**config.mk**
```make
export PLATFORM = sky130hd
export DESIGN_NAME = servo_off_brake_sequencer
export DESIGN_NICKNAME = d
export VERILOG_FILES = /design/src/hdl/regen_ratio_monitor.v /design/src/hdl/servo_off_brake_sequencer.v
export VERILOG_INCLUDE_DIRS = /design/src /design/src/hdl
export SDC_FILE = /design/constraint.sdc
export NUM_CORES = 1
export LEC_CHECK = 0
export BUFFER_PORTS_ARGS = -buffer_cell sky130_fd_sc_hd__buf_2
export CAP_MARGIN = 0
export CORE_ASPECT_RATIO = 1.5
export CORE_UTILIZATION = 51
export DETAILED_ROUTE_END_ITERATION = 8
export PLACE_DENSITY = 0.82
export SLEW_MARGIN = 20
export SYNTH_ARGS = -nofsm -noshare
export SYNTH_HDL_FRONTEND = slang
export SYNTH_SLANG_ARGS = --single-unit
```
**constraint.sdc**
```tcl
create_clock -name i_clk_sys -period 3.2 [get_ports i_clk_sys]
set_input_delay 0.16 -clock i_clk_sys [delete_from_list [all_inputs] [get_ports i_clk_sys]]
set_output_delay 0.16 -clock i_clk_sys [all_outputs]
set_load 0.03 [all_outputs]
```
**src/hdl/servo_off_brake_defines.vh**
```
// constants for the servo-off brake sequencer and its register map
// assumes a 100 MHz system clock and a 32-bit APB register bus
`ifndef SERVO_OFF_BRAKE_DEFINES_VH
`define SERVO_OFF_BRAKE_DEFINES_VH

// register byte offsets
`define REG_SEQ_SET      12'h000
`define REG_STALL_DELAY  12'h004
`define REG_RUN_DELAY    12'h008
`define REG_REGEN_SEL    12'h00c
`define REG_IRQ_STATUS   12'h010
`define REG_IRQ_MASK     12'h014
`define REG_STATE        12'h018

// field limits and reset values
`define SEQ_MAX          4'h9
`define SEQ_RST          4'h0
`define DELAY_MAX        7'h64
`define DELAY_RST        7'h00
`define REGEN_MAX        2'h3
`define REGEN_RST_SMALL  2'h3
`define REGEN_RST_LARGE  2'h0
`define REGEN_BUILTIN    2'h0
`define REGEN_EXT_TRIP   2'h1
`define REGEN_EXT_NOTRIP 2'h2
`define REGEN_NONE       2'h3

// status / mask bit positions
`define IRQ_W            3
`define IRQ_STALL_DONE   0
`define IRQ_RUN_BRAKE    1
`define IRQ_REGEN_TRIP   2

// regen active field position in the selection register
`define REGEN_ACT_LSB    4

// timing
`define CLK_MHZ          100
`define TICK_MS          2
`define STALL_SPEED_RPM  16'h001e
`define REGEN_RATIO_PCT  10
`define PCT_FULL         100
`define REGEN_WINDOW     1000

`endif

```
**src/hdl/regen_ratio_monitor.v**
```verilog
// regenerative circuit active-ratio monitor
// assumes i_active is a same-clock level; i_clear is a level, held high to keep the window cleared
`timescale 1ns/10ps
`default_nettype none
`include "servo_off_brake_defines.vh"

module regen_ratio_monitor #(
  parameter WINDOW_CYCLES = `REGEN_WINDOW
) (
  input  wire        i_clk_sys,
  input  wire        i_rst_n,
  input  wire        i_clear,
  input  wire        i_active,
  output reg         o_over
);

  localparam integer WIN_LAST_I = WINDOW_CYCLES - 1;
  localparam integer LIMIT_I    = WINDOW_CYCLES * `REGEN_RATIO_PCT / `PCT_FULL;
  localparam [15:0]  WIN_LAST   = WIN_LAST_I[15:0];
  localparam [15:0]  LIMIT      = LIMIT_I[15:0];

  reg [15:0] win_cnt_q;
  reg [15:0] act_cnt_q;

  ////////////////////////////////////////////////////////////////////////////
  // window of fixed length; active cycles counted inside it
  always @(posedge i_clk_sys or negedge i_rst_n) begin
    if (!i_rst_n) begin
      win_cnt_q <= 16'h0000;
      act_cnt_q <= 16'h0000;
      o_over    <= 1'b0;
    end else if (i_clear) begin
      win_cnt_q <= 16'h0000;
      act_cnt_q <= 16'h0000;
      o_over    <= 1'b0;
    end else if (win_cnt_q == WIN_LAST) begin
      win_cnt_q <= 16'h0000;
      act_cnt_q <= 16'h0000;
      o_over    <= (act_cnt_q + {15'h0000, i_active}) > LIMIT;
    end else begin
      win_cnt_q <= win_cnt_q + 16'h0001;
      act_cnt_q <= act_cnt_q + {15'h0000, i_active};
      o_over    <= 1'b0;
    end
  end

endmodule
`default_nettype wire

```
**src/hdl/servo_off_brake_sequencer.v**
```verilog
// servo-off brake sequencer with regen resistor handling, APB registers
// assumes servo-on comes from a pin; speed and regen demand on i_clk_sys
`timescale 1ns/10ps
`default_nettype none
`include "servo_off_brake_defines.vh"

module servo_off_brake_sequencer #(
  parameter TICK_CYCLES  = `TICK_MS * 1000 * `CLK_MHZ,
  parameter SMALL_FRAME  = 1,
  parameter REGEN_WINDOW = `REGEN_WINDOW
) (
  input  wire        i_clk_sys,
  input  wire        i_rst_n,
  input  wire        i_psel,
  input  wire        i_penable,
  input  wire        i_pwrite,
  input  wire [11:0] i_paddr,
  input  wire [31:0] i_pwdata,
  output reg  [31:0] o_prdata,
  output reg         o_pready,
  output reg         o_pslverr,
  input  wire        i_servo_on_input,
  input  wire [15:0] i_motor_speed,
  input  wire        i_regen_request,
  input  wire        i_ctrl_power_up,
  output reg         o_brake_release_output,
  output reg         o_motor_energise,
  output reg         o_regen_switch,
  output reg         o_regen_overload_trip,
  output reg  [3:0]  o_servo_off_sequence,
  output reg         o_irq
);

  localparam [1:0] ST_OFF  = 2'b00;
  localparam [1:0] ST_ON   = 2'b01;
  localparam [1:0] ST_STALL = 2'b10;
  localparam [1:0] ST_RUN  = 2'b11;

  localparam integer TICK_LAST_I = TICK_CYCLES - 1;
  localparam [17:0]  TICK_LAST   = TICK_LAST_I[17:0];
  localparam [1:0]  REGEN_RST = (SMALL_FRAME != 0) ? `REGEN_RST_SMALL :
                                                     `REGEN_RST_LARGE;

  function sel_match;
    input [11:0] addr;
    input [11:0] offs;
    begin
      sel_match = (addr == offs);
    end
  endfunction

  ////////////////////////////////////////////////////////////////////////////
  // servo-on pin synchroniser, change taken when stages 2 and 3 agree
  reg s1_q;
  reg s2_q;
  reg s3_q;
  reg servo_on_q;

  always @(posedge i_clk_sys or negedge i_rst_n) begin
    if (!i_rst_n) begin
      s1_q       <= 1'b0;
      s2_q       <= 1'b0;
      s3_q       <= 1'b0;
      servo_on_q <= 1'b0;
    end else begin
      s1_q <= i_servo_on_input;
      s2_q <= s1_q;
      s3_q <= s2_q;
      if (s2_q == s3_q) begin
        servo_on_q <= s3_q;
      end
    end
  end

  ////////////////////////////////////////////////////////////////////////////
  // registers
  reg [3:0]            seq_set_q;
  reg [6:0]            stall_delay_q;
  reg [6:0]            run_delay_q;
  reg [1:0]            regen_pend_q;
  reg [1:0]            regen_act_q;
  reg [`IRQ_W-1:0]     status_q;
  reg [`IRQ_W-1:0]     mask_q;
  reg [`IRQ_W-1:0]     irq_set;
  reg [1:0]            state_q;

  wire access  = i_psel & i_penable;
  wire done    = access & o_pready;
  wire wr_done = done & i_pwrite;
  wire rd_stat = done & ~i_pwrite & sel_match(i_paddr, `REG_IRQ_STATUS);

  wire a_seq   = sel_match(i_paddr, `REG_SEQ_SET);
  wire a_stall = sel_match(i_paddr, `REG_STALL_DELAY);
  wire a_run   = sel_match(i_paddr, `REG_RUN_DELAY);
  wire a_regen = sel_match(i_paddr, `REG_REGEN_SEL);
  wire a_stat  = sel_match(i_paddr, `REG_IRQ_STATUS);
  wire a_mask  = sel_match(i_paddr, `REG_IRQ_MASK);
  wire a_state = sel_match(i_paddr, `REG_STATE);
  wire a_any   = a_seq | a_stall | a_run | a_regen | a_stat | a_mask |
                 a_state;

  // out-of-range sequence, delay and regen values are refused and flagged
  reg bad_val;
  always @* begin
    bad_val = 1'b0;
    if (i_pwrite) begin
      if (a_seq && (i_pwdata[3:0] > `SEQ_MAX || |i_pwdata[31:4])) begin
        bad_val = 1'b1;
      end
      if ((a_stall || a_run) &&
          (i_pwdata[6:0] > `DELAY_MAX || |i_pwdata[31:7])) begin
        bad_val = 1'b1;
      end
      if (a_regen && |i_pwdata[31:2]) begin
        bad_val = 1'b1;
      end
      if (a_state) begin
        bad_val = 1'b1;
      end
    end
  end

  wire wr_ok = wr_done & ~bad_val & a_any;
  reg [31:0] rdata;
  always @* begin
    rdata = 32'h0000_0000;
    case (1'b1)
      a_seq:   rdata[3:0] = seq_set_q;
      a_stall: rdata[6:0] = stall_delay_q;
      a_run:   rdata[6:0] = run_delay_q;
      a_regen: begin
        rdata[1:0] = regen_pend_q;
        rdata[`REGEN_ACT_LSB+1:`REGEN_ACT_LSB] = regen_act_q;
      end
      a_stat:  rdata[`IRQ_W-1:0] = status_q;
      a_mask:  rdata[`IRQ_W-1:0] = mask_q;
      a_state: rdata[6:0] = {o_regen_overload_trip, o_regen_switch,
                             servo_on_q, o_motor_energise,
                             o_brake_release_output, state_q};
      default: rdata = 32'h0000_0000;
    endcase
  end

  // one wait state: pready rises in the second access cycle
  always @(posedge i_clk_sys or negedge i_rst_n) begin
    if (!i_rst_n) begin
      o_pready  <= 1'b0;
      o_prdata  <= 32'h0000_0000;
      o_pslverr <= 1'b0;
    end else begin
      o_pready <= access & ~o_pready;
      if (access && !o_pready) begin
        o_prdata  <= i_pwrite ? 32'h0000_0000 : rdata;
        o_pslverr <= ~a_any | bad_val;
      end else if (done) begin
        o_pslverr <= 1'b0;
      end
    end
  end

  always @(posedge i_clk_sys or negedge i_rst_n) begin
    if (!i_rst_n) begin
      seq_set_q     <= `SEQ_RST;
      stall_delay_q <= `DELAY_RST;
      run_delay_q   <= `DELAY_RST;
      regen_pend_q  <= REGEN_RST;
      mask_q        <= {`IRQ_W{1'b0}};
    end else if (wr_ok) begin
      if (a_seq) begin
        seq_set_q <= i_pwdata[3:0];
      end
      if (a_stall) begin
        stall_delay_q <= i_pwdata[6:0];
      end
      if (a_run) begin
        run_delay_q <= i_pwdata[6:0];
      end
      if (a_regen) begin
        regen_pend_q <= i_pwdata[1:0];
      end
      if (a_mask) begin
        mask_q <= i_pwdata[`IRQ_W-1:0];
      end
    end
  end

  // pending selection copied to the live one only at control power-up
  always @(posedge i_clk_sys or negedge i_rst_n) begin
    if (!i_rst_n) begin
      regen_act_q <= REGEN_RST;
    end else if (i_ctrl_power_up) begin
      regen_act_q <= regen_pend_q;
    end
  end

  ////////////////////////////////////////////////////////////////////////////
  // 2 ms tick divider, restarted at the start of every delay
  reg  [17:0] tick_cnt_q;
  reg  [6:0]  delay_cnt_q;
  reg         restart;
  wire        tick = (tick_cnt_q == TICK_LAST);

  always @(posedge i_clk_sys or negedge i_rst_n) begin
    if (!i_rst_n) begin
      tick_cnt_q <= 18'h00000;
    end else if (restart || tick) begin
      tick_cnt_q <= 18'h00000;
    end else begin
      tick_cnt_q <= tick_cnt_q + 18'h00001;
    end
  end

  ////////////////////////////////////////////////////////////////////////////
  // regen processing and overload protection
  wire regen_over;
  wire regen_en   = (regen_act_q != `REGEN_NONE);
  wire trip_en    = (regen_act_q == `REGEN_EXT_TRIP) ||
                    (regen_act_q == `REGEN_BUILTIN);
  wire regen_on   = i_regen_request & regen_en;

  regen_ratio_monitor #(
    .WINDOW_CYCLES (REGEN_WINDOW)
  ) u_ratio (
    .i_clk_sys (i_clk_sys),
    .i_rst_n   (i_rst_n),
    .i_clear   (i_ctrl_power_up | ~trip_en),
    .i_active  (regen_on),
    .o_over    (regen_over)
  );

  wire trip_now = regen_over & trip_en;

  always @(posedge i_clk_sys or negedge i_rst_n) begin
    if (!i_rst_n) begin
      o_regen_switch        <= 1'b0;
      o_regen_overload_trip <= 1'b0;
    end else begin
      o_regen_switch <= regen_on & ~o_regen_overload_trip;
      if (i_ctrl_power_up) begin
        o_regen_overload_trip <= 1'b0;
      end else if (trip_now) begin
        o_regen_overload_trip <= 1'b1;
      end
    end
  end

  ////////////////////////////////////////////////////////////////////////////
  // servo on/off sequencing
  wire stalled = (i_motor_speed < `STALL_SPEED_RPM);
  reg  [1:0] state_d;
  reg        brake_d;
  reg        energise_d;

  always @* begin
    state_d    = state_q;
    brake_d    = o_brake_release_output;
    energise_d = o_motor_energise;
    restart    = 1'b0;
    irq_set    = {`IRQ_W{1'b0}};
    case (state_q)
      ST_OFF: begin
        brake_d    = 1'b0;
        energise_d = 1'b0;
        if (servo_on_q && !o_regen_overload_trip) begin
          state_d    = ST_ON;
          brake_d    = 1'b1;
          energise_d = 1'b1;
        end
      end
      ST_ON: begin
        if (!servo_on_q) begin
          restart = 1'b1;
          if (stalled) begin
            state_d = ST_STALL;
            brake_d = 1'b0;
            if (stall_delay_q == `DELAY_RST) begin
              state_d    = ST_OFF;
              energise_d = 1'b0;
              irq_set[`IRQ_STALL_DONE] = 1'b1;
            end
          end else begin
            state_d    = ST_RUN;
            energise_d = 1'b0;
            if (run_delay_q == `DELAY_RST) begin
              state_d = ST_OFF;
              brake_d = 1'b0;
              irq_set[`IRQ_RUN_BRAKE] = 1'b1;
            end
          end
        end
      end
      ST_STALL: begin
        if (tick && (delay_cnt_q + 7'h01 >= stall_delay_q)) begin
          state_d    = ST_OFF;
          energise_d = 1'b0;
          irq_set[`IRQ_STALL_DONE] = 1'b1;
        end
      end
      ST_RUN: begin
        if (stalled ||
            (tick && (delay_cnt_q + 7'h01 >= run_delay_q))) begin
          state_d = ST_OFF;
          brake_d = 1'b0;
          irq_set[`IRQ_RUN_BRAKE] = 1'b1;
        end
      end
      default: begin
        state_d    = ST_OFF;
        brake_d    = 1'b0;
        energise_d = 1'b0;
      end
    endcase
    if (o_regen_overload_trip) begin
      state_d    = ST_OFF;
      brake_d    = 1'b0;
      energise_d = 1'b0;
    end
    irq_set[`IRQ_REGEN_TRIP] = trip_now & ~o_regen_overload_trip;
  end

  always @(posedge i_clk_sys or negedge i_rst_n) begin
    if (!i_rst_n) begin
      state_q                <= ST_OFF;
      delay_cnt_q            <= 7'h00;
      o_brake_release_output <= 1'b0;
      o_motor_energise       <= 1'b0;
      o_servo_off_sequence   <= `SEQ_RST;
    end else begin
      state_q                <= state_d;
      o_brake_release_output <= brake_d;
      o_motor_energise       <= energise_d;
      o_servo_off_sequence   <= seq_set_q;
      if (restart) begin
        delay_cnt_q <= 7'h00;
      end else if (tick) begin
        delay_cnt_q <= delay_cnt_q + 7'h01;
      end
    end
  end

  ////////////////////////////////////////////////////////////////////////////
  // sticky status, cleared by read; a new event wins over the clear
  always @(posedge i_clk_sys or negedge i_rst_n) begin
    if (!i_rst_n) begin
      status_q <= {`IRQ_W{1'b0}};
      o_irq    <= 1'b0;
    end else begin
      status_q <= (rd_stat ? {`IRQ_W{1'b0}} : status_q) | irq_set;
      o_irq    <= |(((rd_stat ? {`IRQ_W{1'b0}} : status_q) | irq_set) &
                    mask_q);
    end
  end

endmodule
`default_nettype wire

```
==> results of run 1 <==
## cells in the final DEF, fill, tap and decap left out, types with 3 or more instances in the layout
| cell type | count |
|---|---|
| inv_6 | 3 |
| or4_4 | 3 |
| clkbuf_16 | 9 |
| buf_2 | 83 |
| xor2_1 | 30 |
| nor2b_1 | 5 |
| nand2_1 | 50 |
| o21ai_0 | 27 |
| nor4b_1 | 3 |
| dfrtp_1 | 106 |
| o22ai_1 | 3 |
| nor2_1 | 87 |
| ha_1 | 22 |
| inv_1 | 28 |
| mux2i_1 | 14 |
| xnor2_1 | 22 |
| nor3_1 | 18 |
| or3_1 | 8 |
| or2_2 | 5 |
| buf_4 | 6 |
| conb_1 | 25 |
| mux2_4 | 7 |
| dfstp_2 | 4 |
| nor4_1 | 14 |
| a21boi_0 | 3 |
| a21oi_1 | 24 |
| mux2_2 | 17 |
| nand3_1 | 30 |
| nand2b_1 | 4 |
| and3_1 | 11 |
| o32ai_1 | 3 |
| nand4_1 | 16 |
| a31oi_1 | 6 |
| and4_1 | 3 |
## area by class of cell
cell class              count  area (sq um)
clock buffers              10           229
clock inverters             6          51.3
fillers                  1035          4950
inverters                  28           105
multi-input cells         502          3260
flip-flops and latches    110          2760
well taps                 153           191
repair buffers             90           470
## logic make-up (layout without fill, tap and decap cells)
kind of cell               Yosys count  after routing  share of synthesized area [%]
AOI/OAI and AO/OA                   95             95                           9.67
xor gates and xnor gates            54             54                           7.54
adders and majority gates           24             24                           4.75
buffers and inverters               72            134                           6.08
DFF                                110            110                           44.0
muxes                               38             38                           6.96
other                                1             25                         0.0598
and+or+nand+nor                    266            266                           21.0
## how the worst max path moves through the flow
stage | slack, ns | cells after the start | end | from
after global placement | 0.12 | 11 | o_irq$_DFF_PN0_ | delay_cnt_q[1]$_DFFE_PN0N_
after CTS | 0.06 | 11 | o_irq$_DFF_PN0_ | delay_cnt_q[1]$_DFFE_PN0N_
after global routing | -0.02 | 12 | state_q[1]$_DFFE_PN0P_ | delay_cnt_q[1]$_DFFE_PN0N_
after detailed placement | 0.10 | 11 | o_irq$_DFF_PN0_ | delay_cnt_q[1]$_DFFE_PN0N_
final | 0.13 | 11 | o_irq$_DFF_PN0_ | delay_cnt_q[1]$_DFFE_PN0N_
after floorplan | 0.25 | 11 | o_irq$_DFF_PN0_ | delay_cnt_q[0]$_DFFE_PN0N_
## timing repair
| item | 4_1_cts | 5_1_grt |
|---|---|---|
| setup buffers | 0 | 0 |
| hold endpoints to repair | 1 | 0 |
| gates resized for setup | 0 | 7 |
| hold buffers | 1 | 0 |
| setup endpoints to repair | 0 | 4 |
## through the flow
stage / power [uW] / setup WS, ns / instances / cell area, sq um / hold slack (ns)
global placement: 1990 / 0.119 / 882 / 6740 / 0.268
detailed placement: 2000 / 0.102 / 882 / 6740 / 0.269
finish: 3060 / 0.128 / 899 / 7070 / -0.0453
global route: 3210 / -0.0192 / 899 / 7070 / 0.0562
CTS: 3080 / 0.0639 / 899 / 7030 / 0.00412
floorplan: 1860 / 0.252 / 684 / 6360 / -0.136
## power groups by stage
stage          Combinational [uW]  Clock [uW]  Sequential (uW)
2_1_floorplan                 319           0             1540
3_3_place_gp                  457           0             1540
3_5_place_dp                  466           0             1540
4_1_cts                       473        1100             1510
5_1_grt                       541        1150             1520
6_report                      482        1070             1510
## flip-flops by register name, summed over array words and instances, names as in the netlist, 2 cells and up
signal / cells
mask_q: 3
run_delay_q: 7
o_prdata: 7
regen_pend_q: 2
regen_act_q: 2
o_servo_off_sequence: 4
u_ratio.act_cnt_q: 16
state_q: 2
seq_set_q: 4
delay_cnt_q: 7
status_q: 3
tick_cnt_q: 18
u_ratio.win_cnt_q: 16
stall_delay_q: 7
## synthesized netlist by cell type (5+ instances only)
master,n,share of area (%)
a21oi_1,24,1.9
a31oi_1,7,0.70
and3_1,11,1.1
buf_4,25,3.0
clkbuf_1,15,0.90
dfrtp_1,106,42
ha_1,23,4.6
inv_1,28,1.7
mux2_2,17,3.1
mux2_4,7,1.7
mux2i_1,14,2.2
nand2_1,50,3.0
nand3_1,31,2.5
nand4_1,16,1.6
nor2_1,87,5.2
nor2b_1,5,0.50
nor3_1,18,1.4
nor4_1,14,1.4
o21ai_0,27,2.2
or2_2,5,0.50
or3_1,8,0.80
xnor2_1,24,3.4
xor2_1,30,4.2
## critical path: stages, from the launching register on
cell and delay [ns]:
dfrtp_1 0.37, ha_2 0.22, nand3_2 0.12, or2_2 0.36, xnor2_2 0.15, ha_1 0.29, and3_1 0.21, a221o_1 0.31
a31oi_2 0.23, o21ai_0 0.11, a221o_1 0.32, a211o_1 0.29
## metal layers
metal | track usage [%] | vias to the layer above | part of all wire, %
met3 | 3.09 | 26 | 4.4
met5 | 0 | - | 0
met1 | 25.5 | 2344 | 41
met2 | 39.2 | 152 | 52
met4 | 9.55 | 0 | 2.4
li1 | - | 2439 | -
==> impl_metrics.ini, run 1 <==
[worst_setup_path]
start_kind = register
rr_worst_depth = 11
critical_path_required_ns = 3.44
regToRegEndpoint = o_irq$_DFF_PN0_
r2r_start = delay_cnt_q[1]$_DFFE_PN0N_
crit_arrival_ns = 3.31
cp-end-kind = register
path_max_fanout = 3
r2r_slack_ns = 0.13
worstSetupPathType = reg2reg

[pwr]
p_leak_uw = 0.00333
ir_drop_v = 0.000243
clockPowerShare_pct = 34.9
seqPwrFrac_pct = 49.4
p_sw_uw = 905
p_int_uw = 2150
pwr_density_cell_nw_per_um2 = 433
switching_share_pct = 29.6
pwr-share-comb_pct = 15.8

[min_path]
hold_class = in2async

[logic_synthesis]
ys_seq_elements = 110
async_reset_ff_share_pct = 100
synth-edff-count = 0
yosysUniqueCellTypes = 61
seq_area_frac_synth_pct = 44.0
syn_avg_cell_area_sq_um = 9.51
synthCells = 660
dominantRegCellSynth = dfrtp_1
yosysWarnings = 0
synth_area_sq_um = 6270

[grt]
grt_pass1_vias = 4779
grt_max_degree = 80
grt_antenna_before_repair = 0
grt_usage_pct = 21.7
overflow = 0
grt_pass1_wl_um = 21900

[drt]
vias = 4961
wire_per_inst_um = 14.5
avgViaCountPerCell = 5.52
ant_nets = 0
wirelength_um = 13100
drcViolationCount = 0
drt_iter0_drc = 228
drtPass1Iterations = 5

[sta]
setup_tns_ns = 0
min_period_over_period_pct = 96.0
period_minus_slack_ns = 3.07
relSlewSlack_pct = 35.1
timing.fmax_mhz = 326
holdWs_ns = -0.0453
fin_skew_ns = 0.0102
drv_slew = 0
setup-violations-final = 0
hold_viol_final = 48
worst_pin_slew_ns = 0.973

[finish]
nets = 832
finish.utilization_pct = 58.8
antenna_cells = 0
drive_gt1_share_pct = 20.1
areaGrowthSynthToFinish_pct = 12.7

[cts]
clkTransAtPathRegs_ns = 0.07
cts_buffers = 9
htreeDepth = 3
clkLatencyLatePin_ns = 0.35
cts_buffer_depth = 2
cts_num_sinks = 110
cts_tree = yes
cts_root_buf = clkbuf_16

[run_status]
violations = negative hold slack
outcome = complete, but fails checks

[floorplan]
pin_count = 111
die_h_um = 138
std_cell_rows = 49
placeableCoreArea_sq_um = 12000
start_util_pct = 52.2
dieArea_sq_um = 12800
die_w_um = 92.6

[place]
io_buffers = 84
hpwl_um = 9610
place.gp.congestion = 0.905

[flow_run]
drv_cap = 0
No activity file was read; power rests on OpenSTA's default activity.
==> run 2: changes to the inputs <==
- CORE_UTILIZATION: 51 -> 53
- CTS_BUF_LIST: default -> sky130_fd_sc_hd__clkbuf_2
- PLACE_DENSITY: 0.82 -> 0.84
==> run 2 against run 1 <==
  * The run now ends clean
  * Final cell count is 2.1% higher
  * Non-clock buffer count is 21 higher
  * Maximum frequency is 1.2% higher
  * Utilization is 2.7 points higher
  * Combinational power is 2% higher
  * Worst setup slack better by 0.035 ns
  * First-iteration DRC count is 14% higher
  * Critical path depth stayed put
  * Register-to-register slack better by 0.04 ns
  * Wire length is 9.5% higher
  * Die area is 3.7% lower
  * Critical endpoint unchanged
==> impl_metrics.ini, run 2 (synthesis gave the netlist of run 1 again) <==
[sta]
min_period_over_period_pct = 94.9
rsz0062_at_grt = no
hold_viol_final = 0
relSlewSlack_pct = 44.2
setup_tns_ns = 0
worst_pin_slew_ns = 0.830
drv_slew = 0
period_minus_slack_ns = 3.04
setup-violations-final = 0
setup_ws_ns = 0.163
timing.fmax_mhz = 329
fin_skew_ns = 0.0323

[cts]
cts_buffer_depth = 2
clkTransAtPathRegs_ns = 0.32
clkLatencyLatePin_ns = 0.63
cts_root_buf = clkbuf_2
cts_tree = yes
htreeDepth = 3
cts_num_sinks = 110
cts_buffers = 9

[pwr]
ir_drop_v = 0.000279
p_int_uw = 1740
seqPwrFrac_pct = 58.0
switching_share_pct = 33.3
pwr-share-comb_pct = 18.9
clockPowerShare_pct = 23.2
p_sw_uw = 871
p_leak_uw = 0.00334
pwr_density_cell_nw_per_um2 = 369

[drt]
drtPass1Iterations = 5
wirelength_um = 14300
vias = 5284
drcViolationCount = 0
wire_per_inst_um = 15.6
ant_nets = 0
drt_iter0_drc = 260
avgViaCountPerCell = 5.76

[worst_setup_path]
critical_path_required_ns = 3.74
start_kind = register
crit_arrival_ns = 3.57
path_max_fanout = 3
r2r_slack_ns = 0.16
cp-end-kind = register
worstSetupPathType = reg2reg

[finish]
mostFrequentLayoutCells = 106 x dfrtp_1, 87 x nor2_1, 83 x buf_2
largest_reg_flops = 18
design_area_sq_um = 7090
final_common_cell = dfrtp_1
reg_top3 = tick_cnt_q x18, u_ratio.act_cnt_q x16, u_ratio.win_cnt_q x16
nets = 853
fill_cells = 945
regMostFlops = tick_cnt_q
drive_gt1_share_pct = 19.3
finish.utilization_pct = 61.5
areaGrowthSynthToFinish_pct = 13.1

[grt]
grt_antenna_before_repair = 1
grt_pass1_vias = 5235
grt_pass1_wl_um = 23900
grt_max_degree = 54
overflow = 0
grt_usage_pct = 24.5

[min_path]
hold_class = in2reg

[floorplan]
std_cell_rows = 48
placeableCoreArea_sq_um = 11500
pin_count = 111
dieArea_sq_um = 12300
start_util_pct = 54.4
die_h_um = 135
die_w_um = 90.8

[place]
place_area_sq_um = 6740
hpwl_um = 10300
post-place-ws_ns = 0.0671
io_buffers = 84
place.gp.congestion = 0.914

[flow_run]
drv_cap = 0

[run_status]
outcome = completed
[run 2: critical path, stage by stage (launching register included)]
cell,delay (ns)
dfrtp_1,0.44
ha_2,0.21
nand3_1,0.10
or2_4,0.29
xnor2_2,0.18
ha_1,0.27
and3_1,0.23
a221o_1,0.33
a31oi_4,0.19
o21ai_0,0.11
a221o_1,0.33
a211o_1,0.29
[run 2: path summary, 6_finish.rpt]
kind,from,depth (start not counted),endpoint
worst max-delay path,delay_cnt_q[1]$_DFFE_PN0N_,11,o_irq$_DFF_PN0_
worst min-delay path,i_psel,5,o_prdata[6]$_DFFE_PN0P_
worst max register to register,delay_cnt_q[1]$_DFFE_PN0N_,11,o_irq$_DFF_PN0_
worst min register to register,s1_q$_DFF_PN0_,0,s2_q$_DFF_PN0_
max in group asynchronous,i_rst_n,3,run_delay_q[2]$_DFFE_PN0P_
min in group asynchronous,i_rst_n,2,o_prdata[2]$_DFFE_PN0P_
[run 2: what timing repair did]
item | in CTS | in global routing
setup endpoints to repair | 0 | 2
hold buffers | 21 | 0
gates resized for setup | 0 | 6
hold endpoints to repair | 88 | 0
setup buffers | 0 | 1
[run 2: layout make-up]
class,instances,area (sq um),area share (%)
Sequential cell,110,2760,38.9
Antenna cell,1,2.50,0.0353
Timing Repair Buffer,111,678,9.56
Clock inverter,7,57.6,0.811
Tap cell,150,188,2.65
Clock buffer,9,45.0,0.635
Multi-Input combinational cell,502,3260,46.0
Inverter,28,105,1.48
[run 2: routing by layer]
layer | vias to the layer above | wire length (um) | GRT usage [%]
met5 | - | 0 | 0
met4 | 0 | 535 | 12.1
met3 | 53 | 705 | 5.22
met2 | 227 | 7630 | 44.5
met1 | 2534 | 5430 | 26.8
li1 | 2470 | - | -
[run 2: power groups by stage]
stage / registers, uW / logic, uW / clock network (uW)
final: 1520 / 493 / 606
after global placement: 1530 / 448 / 0
after global routing: 1520 / 543 / 690
after detailed placement: 1540 / 466 / 0
after CTS: 1510 / 489 / 624
after floorplan: 1540 / 319 / 0
[run 2: stage by stage]
stage / hold WS [ns] / cells / total power (uW)
floorplan: -0.136 / 684 / 1860
global placement: 0.236 / 879 / 1980
detailed placement: 0.248 / 879 / 2000
CTS: 0.0127 / 916 / 2630
global route: 0.0102 / 918 / 2760
finish: 0.0612 / 918 / 2610
==> run 3: changes to the inputs <==
- CORE_UTILIZATION: 53 -> 63
- PLACE_DENSITY: 0.84 -> 0.93
- clock period: 3.2 -> 3.5 ns (I/O delays scaled with it)
==> run 3 against run 2 <==
  * Critical path depth stayed put
  * Combinational power is 8.1% lower
  * Clock skew is 0.011 ns higher
  * Global-route usage is 6.2 points higher
  * Final cell count is 4.4% lower
  * Wire length is 7.7% higher
  * Register-to-register slack better by 0.05 ns
==> impl_metrics.ini, run 3 (synthesis gave the netlist of run 1 again) <==
[drt]
wirelength_um = 15400
wire_per_inst_um = 17.5
drcViolationCount = 0
avgViaCountPerCell = 6.25
vias = 5488
drt_iter0_drc = 439
ant_nets = 0
drtPass1Iterations = 7

[cts]
htreeDepth = 3
clkTransAtPathRegs_ns = 0.28
cts_num_sinks = 110
cts_buffers = 9
cts_buffer_depth = 2
cts_tree = yes
cts_root_buf = clkbuf_2
clkLatencyLatePin_ns = 0.65

[worst_setup_path]
r2r_slack_ns = 0.22
r2r_start = delay_cnt_q[0]$_DFFE_PN0N_
rr_worst_depth = 11
cp-end-kind = register
regToRegEndpoint = o_irq$_DFF_PN0_
start_kind = register
crit_arrival_ns = 3.86
critical_path_required_ns = 4.07
path_max_fanout = 4
worstSetupPathType = reg2reg

[finish]
mostFrequentLayoutCells = 106 x dfrtp_1, 87 x nor2_1, 83 x buf_2
nets = 848
areaGrowthSynthToFinish_pct = 11.4
final_common_cell = dfrtp_1
largest_reg_flops = 18
drive_gt1_share_pct = 19.0
reg_top3 = tick_cnt_q x18, u_ratio.act_cnt_q x16, u_ratio.win_cnt_q x16
regMostFlops = tick_cnt_q

[grt]
grt_pass1_wl_um = 25300
grt_pass1_vias = 5472
grt_max_degree = 78
grt_usage_pct = 30.6
grt_antenna_before_repair = 1
overflow = 0

[sta]
holdWs_ns = 0.0836
worst_pin_slew_ns = 0.951
min_period_over_period_pct = 93.8
hold_viol_final = 0
rsz0062_at_grt = no
timing.fmax_mhz = 305
period_minus_slack_ns = 3.28
setup_tns_ns = 0
relSlewSlack_pct = 36.6
setup-violations-final = 0
fin_skew_ns = 0.0436
drv_slew = 0

[floorplan]
std_cell_rows = 44
pin_count = 111
placeableCoreArea_sq_um = 9690
die_h_um = 124
dieArea_sq_um = 10400
die_w_um = 83.5
start_util_pct = 64.7

[min_path]
hold_depth = 5
hold_class = in2reg
min_to = o_prdata[3]$_DFFE_PN0P_
hp-start = i_psel

[pwr]
switching_share_pct = 32.2
seqPwrFrac_pct = 56.8
power_uw = 2440
p_int_uw = 1660
ir_drop_v = 0.000236
clockPowerShare_pct = 24.7
pwr_density_cell_nw_per_um2 = 349
pwr-share-comb_pct = 18.6
p_leak_uw = 0.00331
p_sw_uw = 787

[place]
place.gp.congestion = 0.983
io_buffers = 84
hpwl_um = 10700

[run_status]
outcome = completed

[flow_run]
drv_cap = 0
run 3: cell types whose count changed in the layout (fill, tap and decap cells not counted), sizes merged:
cell         previous run  this run
clkinv                  4         2
dlygate4sd3            21        17
inv                    31        30
bufinv                  0         1
buf                    90        89
clkbuf                  9        10
clkinvlp                0         1
run 3: how the worst max path moves through the flow:
stage / startpoint / endpoint / slack, ns / cells past startpoint
2_1_floorplan: delay_cnt_q[0]$_DFFE_PN0N_ / o_irq$_DFF_PN0_ / 0.55 / 11
3_3_place_gp: delay_cnt_q[0]$_DFFE_PN0N_ / o_irq$_DFF_PN0_ / 0.31 / 11
3_5_place_dp: delay_cnt_q[0]$_DFFE_PN0N_ / o_irq$_DFF_PN0_ / 0.19 / 11
4_1_cts: delay_cnt_q[0]$_DFFE_PN0N_ / o_irq$_DFF_PN0_ / 0.18 / 11
5_1_grt: delay_cnt_q[0]$_DFFE_PN0N_ / o_irq$_DFF_PN0_ / 0.03 / 11
6_report: delay_cnt_q[0]$_DFFE_PN0N_ / o_irq$_DFF_PN0_ / 0.22 / 11
run 3: repair_timing:
action | CTS | global route
endpoints found under the hold margin | 108 | 0
setup endpoints to repair | 0 | 2
gates resized for setup | 0 | 1
hold buffers | 17 | 0
setup buffers | 0 | 2
run 3: routing by layer:
metal,up-vias,track usage (%),wire length [um]
met5,-,0,0
met2,299,52.7,7800
met3,96,7.65,1170
li1,2460,-,-
met4,0,17.9,910
met1,2633,34.0,5520
run 3: area by class of cell:
| cell class | count | area, sq um |
|---|---|---|
| fill | 647 | 2700 |
| clock inverter | 6 | 68.8 |
| sequential | 110 | 2760 |
| tap | 115 | 144 |
| clock buffer | 10 | 50.0 |
| antenna | 1 | 2.50 |
| multi-input combinational | 502 | 3230 |
| timing repair buffer | 106 | 631 |
| inverter | 28 | 105 |
run 3: power groups by stage:
stage | Sequential [uW] | Clock (uW) | Combinational [uW]
after floorplan | 1410 | 0 | 292
after global placement | 1390 | 0 | 409
after detailed placement | 1400 | 0 | 426
after CTS | 1380 | 609 | 442
after global routing | 1390 | 659 | 498
final | 1390 | 603 | 453
run 3: worst max-delay path, stage by stage (launching register included):
cell and delay, ns:
dfrtp_1 0.46, ha_1 0.22, nand3_1 0.15, or2_2 0.36, xnor2_1 0.24, ha_1 0.29, and3_1 0.22, a221o_1 0.33
a31oi_2 0.22, o21ai_0 0.12, a221o_1 0.34, a211o_1 0.29
run 3: per-stage QoR:
| stage | setup WS (ns) | area (sq um) | instances | utilization [%] |
|---|---|---|---|---|
| floorplan | 0.552 | 6360 | 684 | - |
| global placement | 0.307 | 6680 | 842 | 68.9 |
| detailed placement | 0.187 | 6680 | 842 | 68.9 |
| CTS | 0.178 | 6970 | 875 | 71.9 |
| global route | 0.0265 | 6990 | 878 | 72.1 |
| finish | 0.216 | 6990 | 878 | 72.1 |
